==> src/core/led_ctrl_pkg.sv <==
// constants, types and register map of the engine mode and output control bank
package led_ctrl_pkg;

  localparam int NUM_OUT = 9;
  localparam int NUM_ENG = 3;
  localparam int PWM_W = 8;

  // register offsets on the serial control port
  localparam logic [7:0] ENGINE_MODE_SELECT_ADDR = 8'h01;
  localparam logic [7:0] RATIO_DIMMING_ENABLE_HIGH_ADDR = 8'h02;
  localparam logic [7:0] RATIO_DIMMING_ENABLE_LOW_ADDR = 8'h03;
  localparam logic [7:0] OUTPUT_SWITCH_HIGH_ADDR = 8'h04;
  localparam logic [7:0] OUTPUT_SWITCH_LOW_ADDR = 8'h05;

  // field positions: engine n mode at [hi:lo], output nine at bit 0 of the high registers
  localparam int FIRST_MODE_LO = 4;
  localparam int SECOND_MODE_LO = 2;
  localparam int THIRD_MODE_LO = 0;
  localparam int OUT9_BIT = 0;

  // reset values
  localparam logic [1:0] MODE_RESET = 2'h0;
  localparam logic [8:0] RATIO_RESET = 9'h000;
  localparam logic [8:0] SWITCH_RESET = 9'h000;
  localparam logic [7:0] RDATA_RESET = 8'h00;

  // step control code that keeps an engine on hold
  localparam logic [1:0] STEP_HOLD = 2'h0;

  typedef enum logic [1:0] {
    MODE_DISABLED,
    MODE_LOAD,
    MODE_RUN,
    MODE_HALT
  } engine_mode_t;

  typedef struct packed {
    logic wr;
    logic rd;
    logic [7:0] addr;
    logic [7:0] wdata;
  } reg_req_t;

  typedef struct packed {
    logic [1:0] exec;
    logic run;
    logic halt;
    logic disabled;
    logic load;
  } engine_ctrl_t;

endpackage

==> src/core/ratio_scaler.sv <==
// one output's pwm path: ratiometric scaling and freeze while a program loads
`timescale 1ns/100ps
module ratio_scaler #(
  parameter int W = 8
) (
  input wire logic clk_in, // system clock
  input wire logic rst_n_in, // async reset, active low
  input wire logic freeze_in, // hold the present pwm value
  input wire logic ratio_en_in, // ratiometric dimming on
  input wire logic [W-1:0] pwm_in, // set pwm level
  input wire logic [W:0] level_in, // group level, 2**W is unity
  output logic [W-1:0] pwm_out // final pwm level
);

  logic [2*W:0] prod;
  logic [W:0] scaled;
  logic [W-1:0] pwm_nxt;

  if (W < 4 || W > 12)
  begin : g_bad_width
    $error("ratio_scaler: W must lie in 4..12");
  end

  // product over unity keeps channel ratios, so colour holds while dimming
  always_comb
  begin
    prod = pwm_in * level_in;
    scaled = prod[2*W:W];
    if (!ratio_en_in)
      pwm_nxt = pwm_in;
    else if (scaled[W])
      pwm_nxt = {W{1'h1}};
    else
      pwm_nxt = scaled[W-1:0];
  end

  always_ff @(posedge clk_in or negedge rst_n_in)
  begin
    if (!rst_n_in)
      pwm_out <= '0;
    else if (!freeze_in)
      pwm_out <= pwm_nxt;
  end

endmodule

==> src/core/led_engine_mode_output_ctrl.sv <==
// engine mode, ratiometric enable and output switch register bank
`timescale 1ns/100ps
module led_engine_mode_output_ctrl (
  input wire logic clk_in, // 200 MHz system clock
  input wire logic rst_n_in, // async reset, active low
  input wire led_ctrl_pkg::reg_req_t req_in, // register request from the serial port
  output logic [7:0] rdata_out, // read data, valid the cycle after rd
  input wire logic [1:0] first_engine_step_control_in, // step control, first engine
  input wire logic [1:0] second_engine_step_control_in, // step control, second engine
  input wire logic [1:0] third_engine_step_control_in, // step control, third engine
  output led_ctrl_pkg::engine_ctrl_t [2:0] engine_out, // per-engine control, index 2 is first
  output logic [2:0] pc_clear_out, // one-cycle program counter clear
  input wire logic [8:0] engine_select_in, // engine has taken this output
  input wire logic [8:0] engine_on_in, // engine's on state for the output
  input wire logic [8:0][7:0] pwm_in, // set pwm per output
  input wire logic [8:0] level_in, // ratiometric group level, 256 is unity
  output logic [8:0][7:0] pwm_out, // final pwm per output
  output logic [8:0] out_on_out // current source enable per output
);
  import led_ctrl_pkg::*;

  engine_mode_t [2:0] mode_r;
  engine_mode_t [2:0] mode_nxt;
  logic [2:0] pc_clear_r;
  logic [2:0] pc_clear_nxt;
  logic [8:0] ratio_r;
  logic [8:0] switch_r;
  logic [7:0] rdata_r;
  logic [7:0] rdata_nxt;
  logic [2:0][1:0] step;
  engine_ctrl_t [2:0] eng_r;
  logic [8:0] on_r;
  logic any_load;

  assign step[2] = first_engine_step_control_in;
  assign step[1] = second_engine_step_control_in;
  assign step[0] = third_engine_step_control_in;

  // load is taken only from disabled (or repeated while loading)
  function automatic engine_mode_t accept_mode(input engine_mode_t cur, input logic [1:0] req);
    engine_mode_t want;
    want = engine_mode_t'(req);
    if (want == MODE_LOAD && cur != MODE_DISABLED && cur != MODE_LOAD)
      return cur;
    return want;
  endfunction

  function automatic logic hit(input reg_req_t r, input logic [7:0] a);
    return r.addr == a;
  endfunction

  // mode writes; each field lands on its own engine
  always_comb
  begin
    mode_nxt = mode_r;
    pc_clear_nxt = 3'h0;
    if (req_in.wr && hit(req_in, ENGINE_MODE_SELECT_ADDR))
    begin
      mode_nxt[2] = accept_mode(mode_r[2], req_in.wdata[FIRST_MODE_LO +: 2]);
      mode_nxt[1] = accept_mode(mode_r[1], req_in.wdata[SECOND_MODE_LO +: 2]);
      mode_nxt[0] = accept_mode(mode_r[0], req_in.wdata[THIRD_MODE_LO +: 2]);
      for (int i = 0; i < NUM_ENG; i++)
        pc_clear_nxt[i] = (mode_nxt[i] == MODE_LOAD);
    end
  end

  always_ff @(posedge clk_in or negedge rst_n_in)
  begin
    if (!rst_n_in)
    begin
      mode_r <= '{engine_mode_t'(MODE_RESET), engine_mode_t'(MODE_RESET), engine_mode_t'(MODE_RESET)};
      pc_clear_r <= 3'h0;
    end
    else
    begin
      mode_r <= mode_nxt;
      pc_clear_r <= pc_clear_nxt;
    end
  end

  // ratiometric enables and software switches
  always_ff @(posedge clk_in or negedge rst_n_in)
  begin
    if (!rst_n_in)
    begin
      ratio_r <= RATIO_RESET;
      switch_r <= SWITCH_RESET;
    end
    else if (req_in.wr)
    begin
      if (hit(req_in, RATIO_DIMMING_ENABLE_HIGH_ADDR))
        ratio_r[8] <= req_in.wdata[OUT9_BIT];
      if (hit(req_in, RATIO_DIMMING_ENABLE_LOW_ADDR))
        ratio_r[7:0] <= req_in.wdata;
      if (hit(req_in, OUTPUT_SWITCH_HIGH_ADDR))
        switch_r[8] <= req_in.wdata[OUT9_BIT];
      if (hit(req_in, OUTPUT_SWITCH_LOW_ADDR))
        switch_r[7:0] <= req_in.wdata;
    end
  end

  // read mux; unmapped offsets and unused bits read zero
  always_comb
  begin
    rdata_nxt = 8'h00;
    case (req_in.addr)
      ENGINE_MODE_SELECT_ADDR: rdata_nxt = {2'h0, mode_r[2], mode_r[1], mode_r[0]};
      RATIO_DIMMING_ENABLE_HIGH_ADDR: rdata_nxt = {7'h00, ratio_r[8]};
      RATIO_DIMMING_ENABLE_LOW_ADDR: rdata_nxt = ratio_r[7:0];
      OUTPUT_SWITCH_HIGH_ADDR: rdata_nxt = {7'h00, switch_r[8]};
      OUTPUT_SWITCH_LOW_ADDR: rdata_nxt = switch_r[7:0];
      default: rdata_nxt = 8'h00;
    endcase
  end

  always_ff @(posedge clk_in or negedge rst_n_in)
  begin
    if (!rst_n_in)
      rdata_r <= RDATA_RESET;
    else if (req_in.rd)
      rdata_r <= rdata_nxt;
  end

  assign any_load = (mode_r[0] == MODE_LOAD) || (mode_r[1] == MODE_LOAD) || (mode_r[2] == MODE_LOAD);

  // engine control, one cycle behind the mode field
  always_ff @(posedge clk_in or negedge rst_n_in)
  begin
    if (!rst_n_in)
      eng_r <= '0;
    else
      for (int i = 0; i < NUM_ENG; i++)
      begin
        eng_r[i].run <= (mode_r[i] == MODE_RUN) && !any_load;
        eng_r[i].exec <= ((mode_r[i] == MODE_RUN) && !any_load) ? step[i] : STEP_HOLD;
        eng_r[i].halt <= (mode_r[i] == MODE_HALT);
        eng_r[i].disabled <= (mode_r[i] == MODE_DISABLED);
        eng_r[i].load <= (mode_r[i] == MODE_LOAD);
      end
  end

  // engine selection wins over the software switch
  always_ff @(posedge clk_in or negedge rst_n_in)
  begin
    if (!rst_n_in)
      on_r <= 9'h000;
    else
      for (int k = 0; k < NUM_OUT; k++)
        on_r[k] <= engine_select_in[k] ? engine_on_in[k] : switch_r[k];
  end

  for (genvar g = 0; g < NUM_OUT; g++)
  begin : g_pwm
    ratio_scaler #(
      .W(PWM_W)
    ) u_scaler (
      .clk_in(clk_in),
      .rst_n_in(rst_n_in),
      .freeze_in(any_load),
      .ratio_en_in(ratio_r[g]),
      .pwm_in(pwm_in[g]),
      .level_in({level_in[8], level_in[7:0]}),
      .pwm_out(pwm_out[g])
    );
  end

  assign rdata_out = rdata_r;
  assign engine_out = eng_r;
  assign pc_clear_out = pc_clear_r;
  assign out_on_out = on_r;
endmodule

==> config.mk <==
export PLATFORM = sky130hd
export DESIGN_NAME = led_engine_mode_output_ctrl
export DESIGN_NICKNAME = d
export VERILOG_FILES = /design/src/core/led_ctrl_pkg.sv /design/src/core/ratio_scaler.sv /design/src/core/led_engine_mode_output_ctrl.sv
export SDC_FILE = /design/constraint.sdc
export NUM_CORES = 1
export LEC_CHECK = 0
export BUFFER_PORTS_ARGS = -buffer_cell sky130_fd_sc_hd__clkbuf_2
export CORE_MARGIN = 5
export CORE_UTILIZATION = 50
export DETAILED_ROUTE_END_ITERATION = 6
export PLACE_DENSITY_LB_ADDON = 0.15
export SLEW_MARGIN = 20
export SYNTH_ARGS = -nofsm -noshare
export SYNTH_HDL_FRONTEND = slang
export SYNTH_SLANG_ARGS = --single-unit
==> constraint.sdc <==
create_clock -name clk_in -period 2.3 [get_ports clk_in]
set_input_delay 0.345 -clock clk_in [delete_from_list [all_inputs] [get_ports clk_in]]
set_output_delay 0.345 -clock clk_in [all_outputs]
set_load 0.05 [all_outputs]
==> results of run 1 <==
[synth_stat cells (14+ instances only)]
library cell  count
nor3_1           16
clkbuf_1        100
xor2_1           24
a211oi_1         14
nand3_1          23
xnor2_1          28
nor2_1           56
inv_1           393
o21ai_0         121
and2_1          535
dfrtp_1         134
a21o_1           21
fa_1            369
mux2_2           26
ha_1            306
nand2_1         194
nand4_1          24
or3_1            39
a21oi_1          96
o22ai_1          29
nor2b_1          15
[worst max-delay path by stage]
| stage | start | to | slack [ns] |
|---|---|---|---|
| global route | level_in[4] | g_pwm[4].u_scaler.pwm_out[3] | -2.02 |
| detailed placement | level_in[2] | g_pwm[0].u_scaler.pwm_out[2] | -2.54 |
| floorplan | level_in[1] | g_pwm[7].u_scaler.pwm_out[5] | -2.22 |
| global placement | level_in[2] | g_pwm[7].u_scaler.pwm_out[5] | -2.41 |
| finish | level_in[4] | g_pwm[4].u_scaler.pwm_out[2] | -1.89 |
| CTS | level_in[4] | g_pwm[4].u_scaler.pwm_out[6] | -1.85 |
[cell type report]
cell class	instances	area share, %
sequential	134	9.93
inverter	393	4.37
multi-input combinational	2129	64.7
antenna	2	0.0148
tap	672	2.49
timing repair buffer	709	16.7
clock buffer	17	1.26
clock inverter	15	0.508
[worst reg2reg max path, delay by kind of cell, from the launching register on]
kind | cells | cell delay (ns)
and+or+nand+nor | 4 | 1.14
buffers and inverters | 3 | 0.55
DFF | 1 | 0.38
[layer usage]
metal / up-vias / GRT usage, % / part of all wire, %
li1: 10200 / - / -
met1: 11100 / 33.7 / 41
met2: 534 / 48.8 / 51
met3: 138 / 4.92 / 5.0
met4: 2 / 8.44 / 2.9
met5: - / 0 / 0.017
[per-stage QoR]
stage | hold slack (ns) | setup WS, ns
finish | 0.0502 | -1.89
global route | 0.0238 | -2.02
CTS | 0.0134 | -1.85
detailed placement | 0.314 | -2.54
global placement | 0.315 | -2.41
floorplan | 0.0494 | -2.22
[sequential cells by signal (all words and copies together) (netlist names)]
name / cells
g_pwm.u_scaler.pwm_out: 72
engine_out: 18
out_on_out: 9
ratio_r: 9
switch_r: 9
rdata_out: 8
mode_r: 6
pc_clear_out: 3
[logic make-up after synthesis]
group	Yosys count	share of synthesized area, %
multiplexers	34	1.47
flip-flops	134	13.3
AND/OR/NAND/NOR	958	21.3
AO/OA/AOI/OAI	410	10.2
adder cells (fa/ha/maj)	675	44.3
XOR/XNOR	52	1.80
buffers and inverters	510	7.64
[what timing repair did]
action / in CTS / in global routing
pin swaps: 112 / 118
hold endpoints to repair: 33 / 0
buffers inserted: 30 / 19
cloned: 13 / 5
gates resized for setup: 229 / 157
endpoints found under the setup margin: 72 / 72
hold buffers: 1 / 0
[power breakdown]
group,internal [uW],switching [uW]
logic,11600,13300
registers,2900,333
clock network,1460,1420
==> impl_metrics.csv, run 1 <==
group,metric,value,unit
status,outcome,"finished with violations",
status,violations,"negative setup slack",
synthesis,yosysSeqAreaShare,13.3,%
critical_path,endpoint_kind,"register",
critical_path,start_kind,"primary input",
critical_path,r2r-start,"mode_r[0]",
global_routing,grt_pass1_wl,123000,um
detailed_routing,vias,22000,
global_routing,antenna_found_initial,4,
floorplanning,die_w,235,um
critical_path,critical-path-slowest-cell,"fa_1",
timing,hold_viol,0,
timing,finalCritPeriodShare,182,%
placed_design,dpl_cell_area,30700,sq um
floorplanning,core,50100,sq um
layout,final_nets,4184,
timing,tns,-128.51,ns
worst_hold_path,hold_class,"primary input to register",
global_routing,grt_pass1_vias,24100,
detailed_routing,routed_wirelength,76200,um
worst_hold_path,holdPathEnd,"engine_out[17]",
critical_path,crit_top_cell,"fa_1",
timing,layout_setup_ws,-1.89,ns
layout,final_cell_mix,"and2_1, buf_4, inv_1",
synthesis,synth.avg_cell_area,9.13,sq um
critical_path,crit_path_cell_trace,"clkbuf_16, buf_12, buf_4, nand2_1, fa_1, fa_1, inv_1, fa_1, fa_1, ha_4, nand3_2, nor4_4, a211oi_4, o2111a_1, a21oi_4, buf_6, o22ai_2, o21ai_1",
critical_path,worst-setup-path-type,"primary input to register",
pwr,total_power,31000,uW
clock_network,cts_tree,"done",
clock_network,cts_sinks,134,
synthesis,yosysTopAreaCellShare,29.2,%
critical_path,crit_family,"adder cells",
placed_design,placed_cells,3973,
timing,tightest_slew,0.684,ns
critical_path,max_stage_delay,0.54,ns
layout,syn_to_final_growth,33.4,%
floorplanning,start_util,50.5,%
placed_design,hpwl,57800,um
floorplanning,top_level_ports,235,
synthesis,yosysTopAreaCell,"fa_1",
layout,seq_area,3350,sq um
layout,fin_util,67.4,%
clock_network,clk_latency,0.50,ns
clock_network,cts_root_buf,"clkbuf_16",
critical_path,r2r_end,"engine_out[4]",
synthesis,synth-seq-cells,134,
timing,max_freq,0.239,GHz
synthesis,synth-edff-count,0,
global_routing,grt.total_usage,27.3,%
timing,finClkSkew,0.0108,ns
clock_network,htree_num_levels,4,
timing,setup_violations,72,
timing,rsz0062_at_grt,"true",
clock_network,cts_buffers,17,
floorplanning,design.die.area,55200,sq um
timing,maxSlewHeadroom,54.4,%
job,cap_violations,0,
layout,multi_input_area,21800,sq um
worst_hold_path,hold_depth,2,
clock_network,cts_buffer_depth,2,
detailed_routing,drt_first_pass_iters,5,
clock_network,path_clk_slew,0.07,ns
global_routing,grt_remaining_overflow,0,
synthesis,yosysWarnings,0,
worst_hold_path,min-delay-start,"first_engine_step_control_in[1]",
synthesis,syn_nets,3573,
synthesis,synth_area_leaders,"fa_1, ha_1, dfrtp_1, and2_1, inv_1",
critical_path,required,2.72,ns
synthesis,syn_area,25300,sq um
timing,period_needed,4.19,ns
pwr,vdd_drop_max,1.08,mV
critical_path,path_buf_inv,5,
placed_design,gp_congestion,0.892,
synthesis,synthCells,2773,
layout,finalNonFillerCells,4071,
detailed_routing,via_per_inst,5.40,
timing,finalMaxSlewViolations,0,
placed_design,port_buffers,234,
synthesis,synth-async-reset-ratio,100,%
pwr,p_leak,0.0170,uW
pwr,power.density,918,nW/um^2
detailed_routing,drt_iter0_markers,1054,
critical_path,path_depth,18,
critical_path,r2r_setup_slack,0.16,ns
synthesis,synth_cell_types,78,
detailed_routing,drcViolationCount,0,
critical_path,worstPathMaxFanout,6,
synthesis,yosys_most_used_dff,"dfrtp_1",
layout,final_common_cell,"and2_1",
detailed_routing,antenna_left,0,
floorplanning,dieHeight,235,um
critical_path,arrival,4.61,ns
layout,drive_gt1_share,32.3,%
detailed_routing,wl_per_cell,18.7,um
layout,stdcell_area,33800,sq um
layout,fillers,4035,
critical_path,ff2ff_path_depth,7,
global_routing,grt_max_degree,51,
floorplanning,fp-row-count,82,
(Power assumes the default switching activity.)
==> run 2: changes to the inputs <==
--- a/config.mk
+++ b/config.mk
@@ -5,6 +5,7 @@
 export SDC_FILE = /design/constraint.sdc
 export NUM_CORES = 1
 export LEC_CHECK = 0
+export ABC_AREA = 1
 export BUFFER_PORTS_ARGS = -buffer_cell sky130_fd_sc_hd__clkbuf_2
 export CORE_MARGIN = 5
 export CORE_UTILIZATION = 50
==> run 2 against run 1 <==
The flow still finishes with violations (negative setup slack). Cell count grew 37%. Synthesized area grew 12%. Via count grew 21%. Sequential power shrank 12%. Combinational power grew 4%. Total power grew 1.5%. Global-route usage shrank 0.36 points. Worst setup slack gained 0.36 ns. Flip-flop and latch count is the same. Largest cell class unchanged.
==> impl_metrics.csv, run 2 <==
group,metric,value,unit
job,cap_violations,0,
detailed_routing,via_per_inst,4.79,
floorplanning,top_level_ports,235,
synthesis,synth_commonest_cells,"nand2_1, inv_1, fa_1, ha_1, nor2_1",
synthesis,synth_cell_types,38,
floorplanning,dieHeight,248,um
timing,finalMaxSlewViolations,0,
timing,finalCritPeriodShare,167,%
synthesis,synthCells,4182,
global_routing,grt_pass1_wl,132000,um
synthesis,yosysTopAreaCell,"fa_1",
clock_network,cts_root_buf,"clkbuf_16",
timing,layout_setup_ws,-1.53,ns
placed_design,hpwl,63700,um
detailed_routing,wl_per_cell,15.1,um
critical_path,endpoint_kind,"register",
detailed_routing,drt_iter0_markers,1542,
critical_path,crit_start,"level_in[3]",
clock_network,path_clk_slew,0.07,ns
floorplanning,design.die.area,61500,sq um
synthesis,synth_top_family_by_area,"adder cells",
pwr,vdd_drop_max,0.808,mV
synthesis,synth_compound_area_share,4.57,%
timing,maxSlewHeadroom,55.9,%
clock_network,clk_latency,0.50,ns
clock_network,cts_sinks,134,
placed_design,placed_cells,5449,
critical_path,worstPathMaxFanout,8,
timing,tightest_slew,0.662,ns
placed_design,gp_congestion,0.912,
layout,final_nets,5595,
detailed_routing,routed_wirelength,84000,um
detailed_routing,drcViolationCount,0,
layout,final_common_cell,"nand2_1",
pwr,p_leak,0.0233,uW
critical_path,worst-setup-path-type,"primary input to register",
layout,final_cell_mix,"nand2_1, inv_1, buf_4",
global_routing,grt_remaining_overflow,0,
timing,finClkSkew,0.0140,ns
synthesis,synth-async-reset-ratio,100,%
critical_path,start_kind,"primary input",
detailed_routing,drt_first_pass_iters,5,
synthesis,yosysTopAreaCellShare,26.1,%
status,outcome,"finished with violations",
layout,largest_reg_flops,72,
timing,period_needed,3.83,ns
layout,top_register,"g_pwm.u_scaler.pwm_out",
synthesis,synth-seq-cells,134,
synthesis,synth_mux_area_share,0.0398,%
synthesis,synth_area_leaders,"fa_1, nand2_1, inv_1, ha_1, dfrtp_1",
synthesis,synth.avg_cell_area,6.77,sq um
timing,max_freq,0.261,GHz
synthesis,yosysSeqAreaShare,11.8,%
critical_path,ff2ff_path_depth,8,
global_routing,grt.total_usage,26.9,%
clock_network,cts_tree,"done",
floorplanning,start_util,50.3,%
floorplanning,core,56300,sq um
synthesis,yosys_most_used_dff,"dfrtp_1",
timing,rsz0062_at_grt,"true",
layout,syn_to_final_growth,29.8,%
worst_hold_path,hold_depth,3,
worst_hold_path,hold_class,"primary input to register",
synthesis,yosysWarnings,0,
floorplanning,fp-row-count,87,
timing,setup_violations,72,
synthesis,yosys.area_share.simple,25.1,%
floorplanning,die_w,248,um
clock_network,cts_buffer_depth,2,
detailed_routing,antenna_left,0,
timing,hold_viol,0,
layout,finalNonFillerCells,5565,
global_routing,antenna_found_initial,5,
synthesis,synthAdderAreaFrac,39.6,%
critical_path,cp-endpoint,"g_pwm[6].u_scaler.pwm_out[4]",
detailed_routing,vias,26700,
critical_path,arrival,4.21,ns
layout,fillers,5112,
clock_network,htree_num_levels,4,
clock_network,cts_buffers,17,
synthesis,syn_nets,4982,
layout,fin_util,65.3,%
global_routing,grt_pass1_vias,26400,
status,violations,"negative setup slack",
synthesis,synth-edff-count,0,
layout,drive_gt1_share,24.1,%
synthesis,syn_area,28300,sq um
synthesis,synth.most_common_cell,"nand2_1",
critical_path,r2r_setup_slack,0.61,ns
global_routing,grt_max_degree,66,
synthesis,synth_xor_area_share,1.39,%
critical_path,r2r_end,"g_pwm[6].u_scaler.pwm_out[3]",
placed_design,port_buffers,234,
critical_path,required,2.68,ns
pwr,power.density,856,nW/um^2
critical_path,r2r-start,"mode_r[0]",
run 2: changes by cell type in the layout (fill, tap and decap cells not counted), moves of 66 or more:
cell,before,now
nand2_1,181,1302
nor2_1,50,221
inv_1,370,1026
nand2_2,7,78
inv_2,23,89
nand3_1,15,93
and2_1,498,5
run 2: power breakdown:
| part | switching, uW | internal, uW |
|---|---|---|
| sequential | 195 | 2630 |
| combinational | 13800 | 12000 |
| clock | 1360 | 1440 |
run 2: metrics by stage:
stage                     worst slack [ns]  hold WS [ns]  TNS [ns]  total power [uW]  cell area, sq um
final                                -1.53        0.0399   -106.75             31500             36700
after global routing                 -1.74        0.0301   -118.41             34700             36700
after CTS                            -1.48       0.00985   -102.52             29700             35500
after detailed placement             -2.24         0.336   -155.51             25600             33800
after global placement               -2.17         0.334   -151.82             25500             33800
after floorplan                      -1.73        0.0494   -122.20             17700             29200
run 2: worst min path at each step:
stage                                    startpoint  slack [ns]                           end
finish              third_engine_step_control_in[0]        0.04                 engine_out[4]
CTS                 third_engine_step_control_in[0]        0.01                 engine_out[4]
detailed placement                         rst_n_in        0.34  g_pwm[8].u_scaler.pwm_out[7]
global route        first_engine_step_control_in[1]        0.03                engine_out[17]
global placement                           rst_n_in        0.33  g_pwm[8].u_scaler.pwm_out[7]
floorplan                                  rst_n_in        0.05                 engine_out[0]
run 2: worst max-delay path: stages:
cell and delay [ns]:
buf_16 0.14, buf_12 0.15, buf_4 0.12, nand2_4 0.05, fa_1 0.52, fa_1 0.53
inv_2 0.04, fa_1 0.49, fa_1 0.52, ha_4 0.30, nand2_2 0.06, nor2_1 0.10
nand3_1 0.10, nand2_2 0.13, nand2_4 0.06, nand3_2 0.07, nand2_2 0.07, nor2_4 0.20
nand2_1 0.08, nand2_1 0.06, nand2_1 0.05
run 2: what timing repair did:
item                                   in CTS  in global routing
setup endpoints to repair                  72                 72
hold buffers                                1                  0
endpoints found under the hold margin      40                  0
gates resized for setup                   127                227
pin swaps                                  88                203
gates cloned                               17                  7
setup buffers                              18                 41
run 2: kinds of logic (layout without fill, tap and decap cells):
kind of cell    Yosys count  after routing
flops                   134            134
buf+inv                1289           1915
mux                       1              1
other cells               0              1
xor+xnor                 45             45
fa+ha+maj               675            675
compound gates          234            234
simple gates           1804           1804
run 2: layer usage:
metal / vias to the layer above / wire length, um / track usage [%] / share of wire (%)
li1: 13300 / - / - / -
met1: 12700 / 36400 / 35.6 / 43
met2: 594 / 40500 / 45.3 / 48
met3: 117 / 4940 / 4.79 / 5.9
met4: 8 / 2180 / 8.21 / 2.6
met5: - / 41 / 0 / 0.049
run 2: cell type report:
class                   count  area (sq um)  area share [%]
diodes                      1          2.50         0.00681
flip-flops and latches    134          3350            9.13
repair buffers            764          6190            16.9
inverters                1119          4210            11.5
clock buffers              19           443            1.21
multi-input cells        2759         21500            58.5
clock inverters            13           113           0.307
well taps                 756           946            2.58
==> run 3: changes to the inputs <==
--- a/config.mk
+++ b/config.mk
@@ -5,12 +5,12 @@
 export SDC_FILE = /design/constraint.sdc
 export NUM_CORES = 1
 export LEC_CHECK = 0
-export ABC_AREA = 1
 export BUFFER_PORTS_ARGS = -buffer_cell sky130_fd_sc_hd__clkbuf_2
 export CORE_MARGIN = 5
 export CORE_UTILIZATION = 50
 export DETAILED_ROUTE_END_ITERATION = 6
 export PLACE_DENSITY_LB_ADDON = 0.15
+export RECOVER_POWER = 100
 export SLEW_MARGIN = 20
 export SYNTH_ARGS = -nofsm -noshare
 export SYNTH_HDL_FRONTEND = slang
==> run 3 against run 2 <==
The run still ends with negative setup slack left. Sequential share of layout area is 0.87 points higher. Global-route usage is 0.36 points higher. Clock skew is 0.0022 ns lower. Largest power group unchanged. Critical endpoint is now g_pwm[4].u_scaler.pwm_out[0]. Die area is 10% lower. Combinational power is 4% lower.
==> impl_metrics.csv, run 3 (same netlist as run 1, synthesis figures left out) <==
group,metric,value,unit
status,outcome,"finished with violations",
status,violations,"negative setup slack",
pwr,power.density,920,nW/um^2
placed_design,gp_congestion,0.892,
layout,top_register,"g_pwm.u_scaler.pwm_out",
job,cap_violations,0,
floorplanning,dieHeight,235,um
worst_hold_path,hold_class,"primary input to register",
clock_network,cts_sinks,134,
critical_path,critical-path-slowest-cell,"fa_1",
detailed_routing,drt_iter0_markers,1024,
critical_path,arrival,4.61,ns
timing,period_needed,4.19,ns
layout,drive_gt1_share,28.7,%
placed_design,port_buffers,234,
critical_path,ff2ff_path_depth,7,
critical_path,r2r_end,"engine_out[4]",
clock_network,cts_buffer_depth,2,
global_routing,grt_max_degree,51,
detailed_routing,via_per_inst,5.41,
critical_path,path_buf_inv,5,
detailed_routing,antenna_left,0,
worst_hold_path,holdPathEnd,"engine_out[17]",
global_routing,grt_remaining_overflow,0,
layout,final_common_cell,"and2_1",
pwr,vdd_drop_max,1.08,mV
placed_design,hpwl,57800,um
critical_path,required,2.72,ns
timing,finalCritPeriodShare,182,%
critical_path,crit_top_cell,"fa_1",
timing,layout_setup_ws,-1.89,ns
critical_path,r2r-start,"mode_r[0]",
clock_network,cts_root_buf,"clkbuf_16",
timing,rsz0062_at_grt,"true",
floorplanning,design.die.area,55200,sq um
worst_hold_path,hold_depth,2,
floorplanning,start_util,50.5,%
timing,setup_violations,74,
timing,tightest_slew,1.37,ns
detailed_routing,drt_first_pass_iters,5,
critical_path,crit_path_cell_trace,"clkbuf_16, buf_12, buf_4, nand2_1, fa_1, fa_1, inv_1, fa_1, fa_1, ha_4, nand3_2, nor4_4, a211oi_4, o2111a_1, a21oi_4, buf_6, o22ai_2, o21ai_1",
clock_network,cts_buffers,17,
floorplanning,fp-row-count,82,
critical_path,crit_family,"adder cells",
detailed_routing,wl_per_cell,18.7,um
layout,syn_to_final_growth,32.6,%
layout,final_cell_mix,"and2_1, buf_4, inv_1",
detailed_routing,drcViolationCount,0,
layout,fillers,4108,
placed_design,post-place-ws,-2.54,ns
critical_path,start_kind,"primary input",
worst_hold_path,min-delay-start,"first_engine_step_control_in[1]",
timing,max_freq,0.239,GHz
placed_design,dpl_cell_area,30700,sq um
layout,final_nets,4184,
detailed_routing,routed_wirelength,76200,um
clock_network,cts_tree,"done",
critical_path,r2r_setup_slack,-0.09,ns
floorplanning,top_level_ports,235,
detailed_routing,vias,22000,
timing,finClkSkew,0.0118,ns
critical_path,worst-setup-path-type,"primary input to register",
layout,stdcell_area,33500,sq um
layout,largest_reg_flops,72,
pwr,p_leak,0.0166,uW
global_routing,grt_pass1_wl,123000,um
timing,finalMaxSlewViolations,0,
global_routing,grt.total_usage,27.3,%
global_routing,grt_pass1_vias,24100,
clock_network,clk_latency,0.50,ns
timing,hold_viol,0,
timing,worst_hold_slack,0.0500,ns
timing,maxSlewHeadroom,8.59,%
critical_path,worstPathMaxFanout,6,
clock_network,htree_num_levels,4,
floorplanning,die_w,235,um
global_routing,antenna_found_initial,4,
critical_path,max_stage_delay,0.54,ns
critical_path,endpoint_kind,"register",
floorplanning,core,50100,sq um
clock_network,path_clk_slew,0.07,ns
==> run 3: changes by cell type in the layout (fill, tap and decap cells not counted), sizes merged, moves of 78 or more <==
cell,previous run,this run
o21ai,55,134
nor2,246,57
buf,532,454
nand2,1410,194
and2,13,535
inv,1126,403
nand3,103,23
==> run 3: where the power goes <==
part           leakage [uW]  switching [uW]  internal, uW  total, uW
registers           0.00166             328          2900       3230
clock network      0.000293            1430          1460       2890
logic                0.0147           13200         11500      24700
total                0.0166           15000         15900      30900
==> run 3: per-layer routing <==
layer	track usage (%)	share of wire, %	vias to the layer above
met5	0	0.017	-
met4	8.44	3.1	2
met3	4.92	5.2	146
met2	48.8	51	561
met1	33.7	41	11100
li1	-	-	10200
==> run 3: timing repair <==
| action | 4_1_cts | 5_1_grt |
|---|---|---|
| pin swaps | 112 | 118 |
| buffers inserted | 30 | 19 |
| setup endpoints to repair | 72 | 72 |
| hold buffers | 1 | 0 |
| gates resized for setup | 229 | 157 |
| hold endpoints to repair | 33 | 0 |
| gates cloned | 13 | 5 |
==> run 3: per-stage QoR <==
| stage | TNS, ns | total power, uW | std cells | util [%] |
|---|---|---|---|---|
| 2_1_floorplan | -144.62 | 17100 | 2773 | - |
| 3_3_place_gp | -168.30 | 23600 | 3973 | 61.2 |
| 3_5_place_dp | -173.82 | 24100 | 3973 | 61.2 |
| 4_1_cts | -125.31 | 29100 | 4049 | 65.6 |
| 5_1_grt | -137.81 | 33600 | 4071 | 67.0 |
| 6_report | -128.79 | 30900 | 4071 | 67.0 |
==> run 3: worst max-delay path by stage <==
stage / start / endpoint / slack (ns) / cells past startpoint
floorplan: level_in[1] / g_pwm[7].u_scaler.pwm_out[5] / -2.22 / 18
global placement: level_in[2] / g_pwm[7].u_scaler.pwm_out[5] / -2.41 / 15
detailed placement: level_in[2] / g_pwm[0].u_scaler.pwm_out[2] / -2.54 / 18
CTS: level_in[4] / g_pwm[4].u_scaler.pwm_out[6] / -1.85 / 17
global route: level_in[4] / g_pwm[4].u_scaler.pwm_out[3] / -2.02 / 18
finish: level_in[4] / g_pwm[4].u_scaler.pwm_out[0] / -1.89 / 18
==> run 3: final cells by class <==
type	count	area (sq um)	share of cell area (%)
timing repair buffer	709	5450	16.2
antenna	2	5.00	0.0149
clock inverter	15	171	0.511
clock buffer	17	425	1.27
multi-input combinational	2129	21800	65.1
inverter	393	1480	4.40
sequential	134	3350	10.0
tap	672	841	2.51
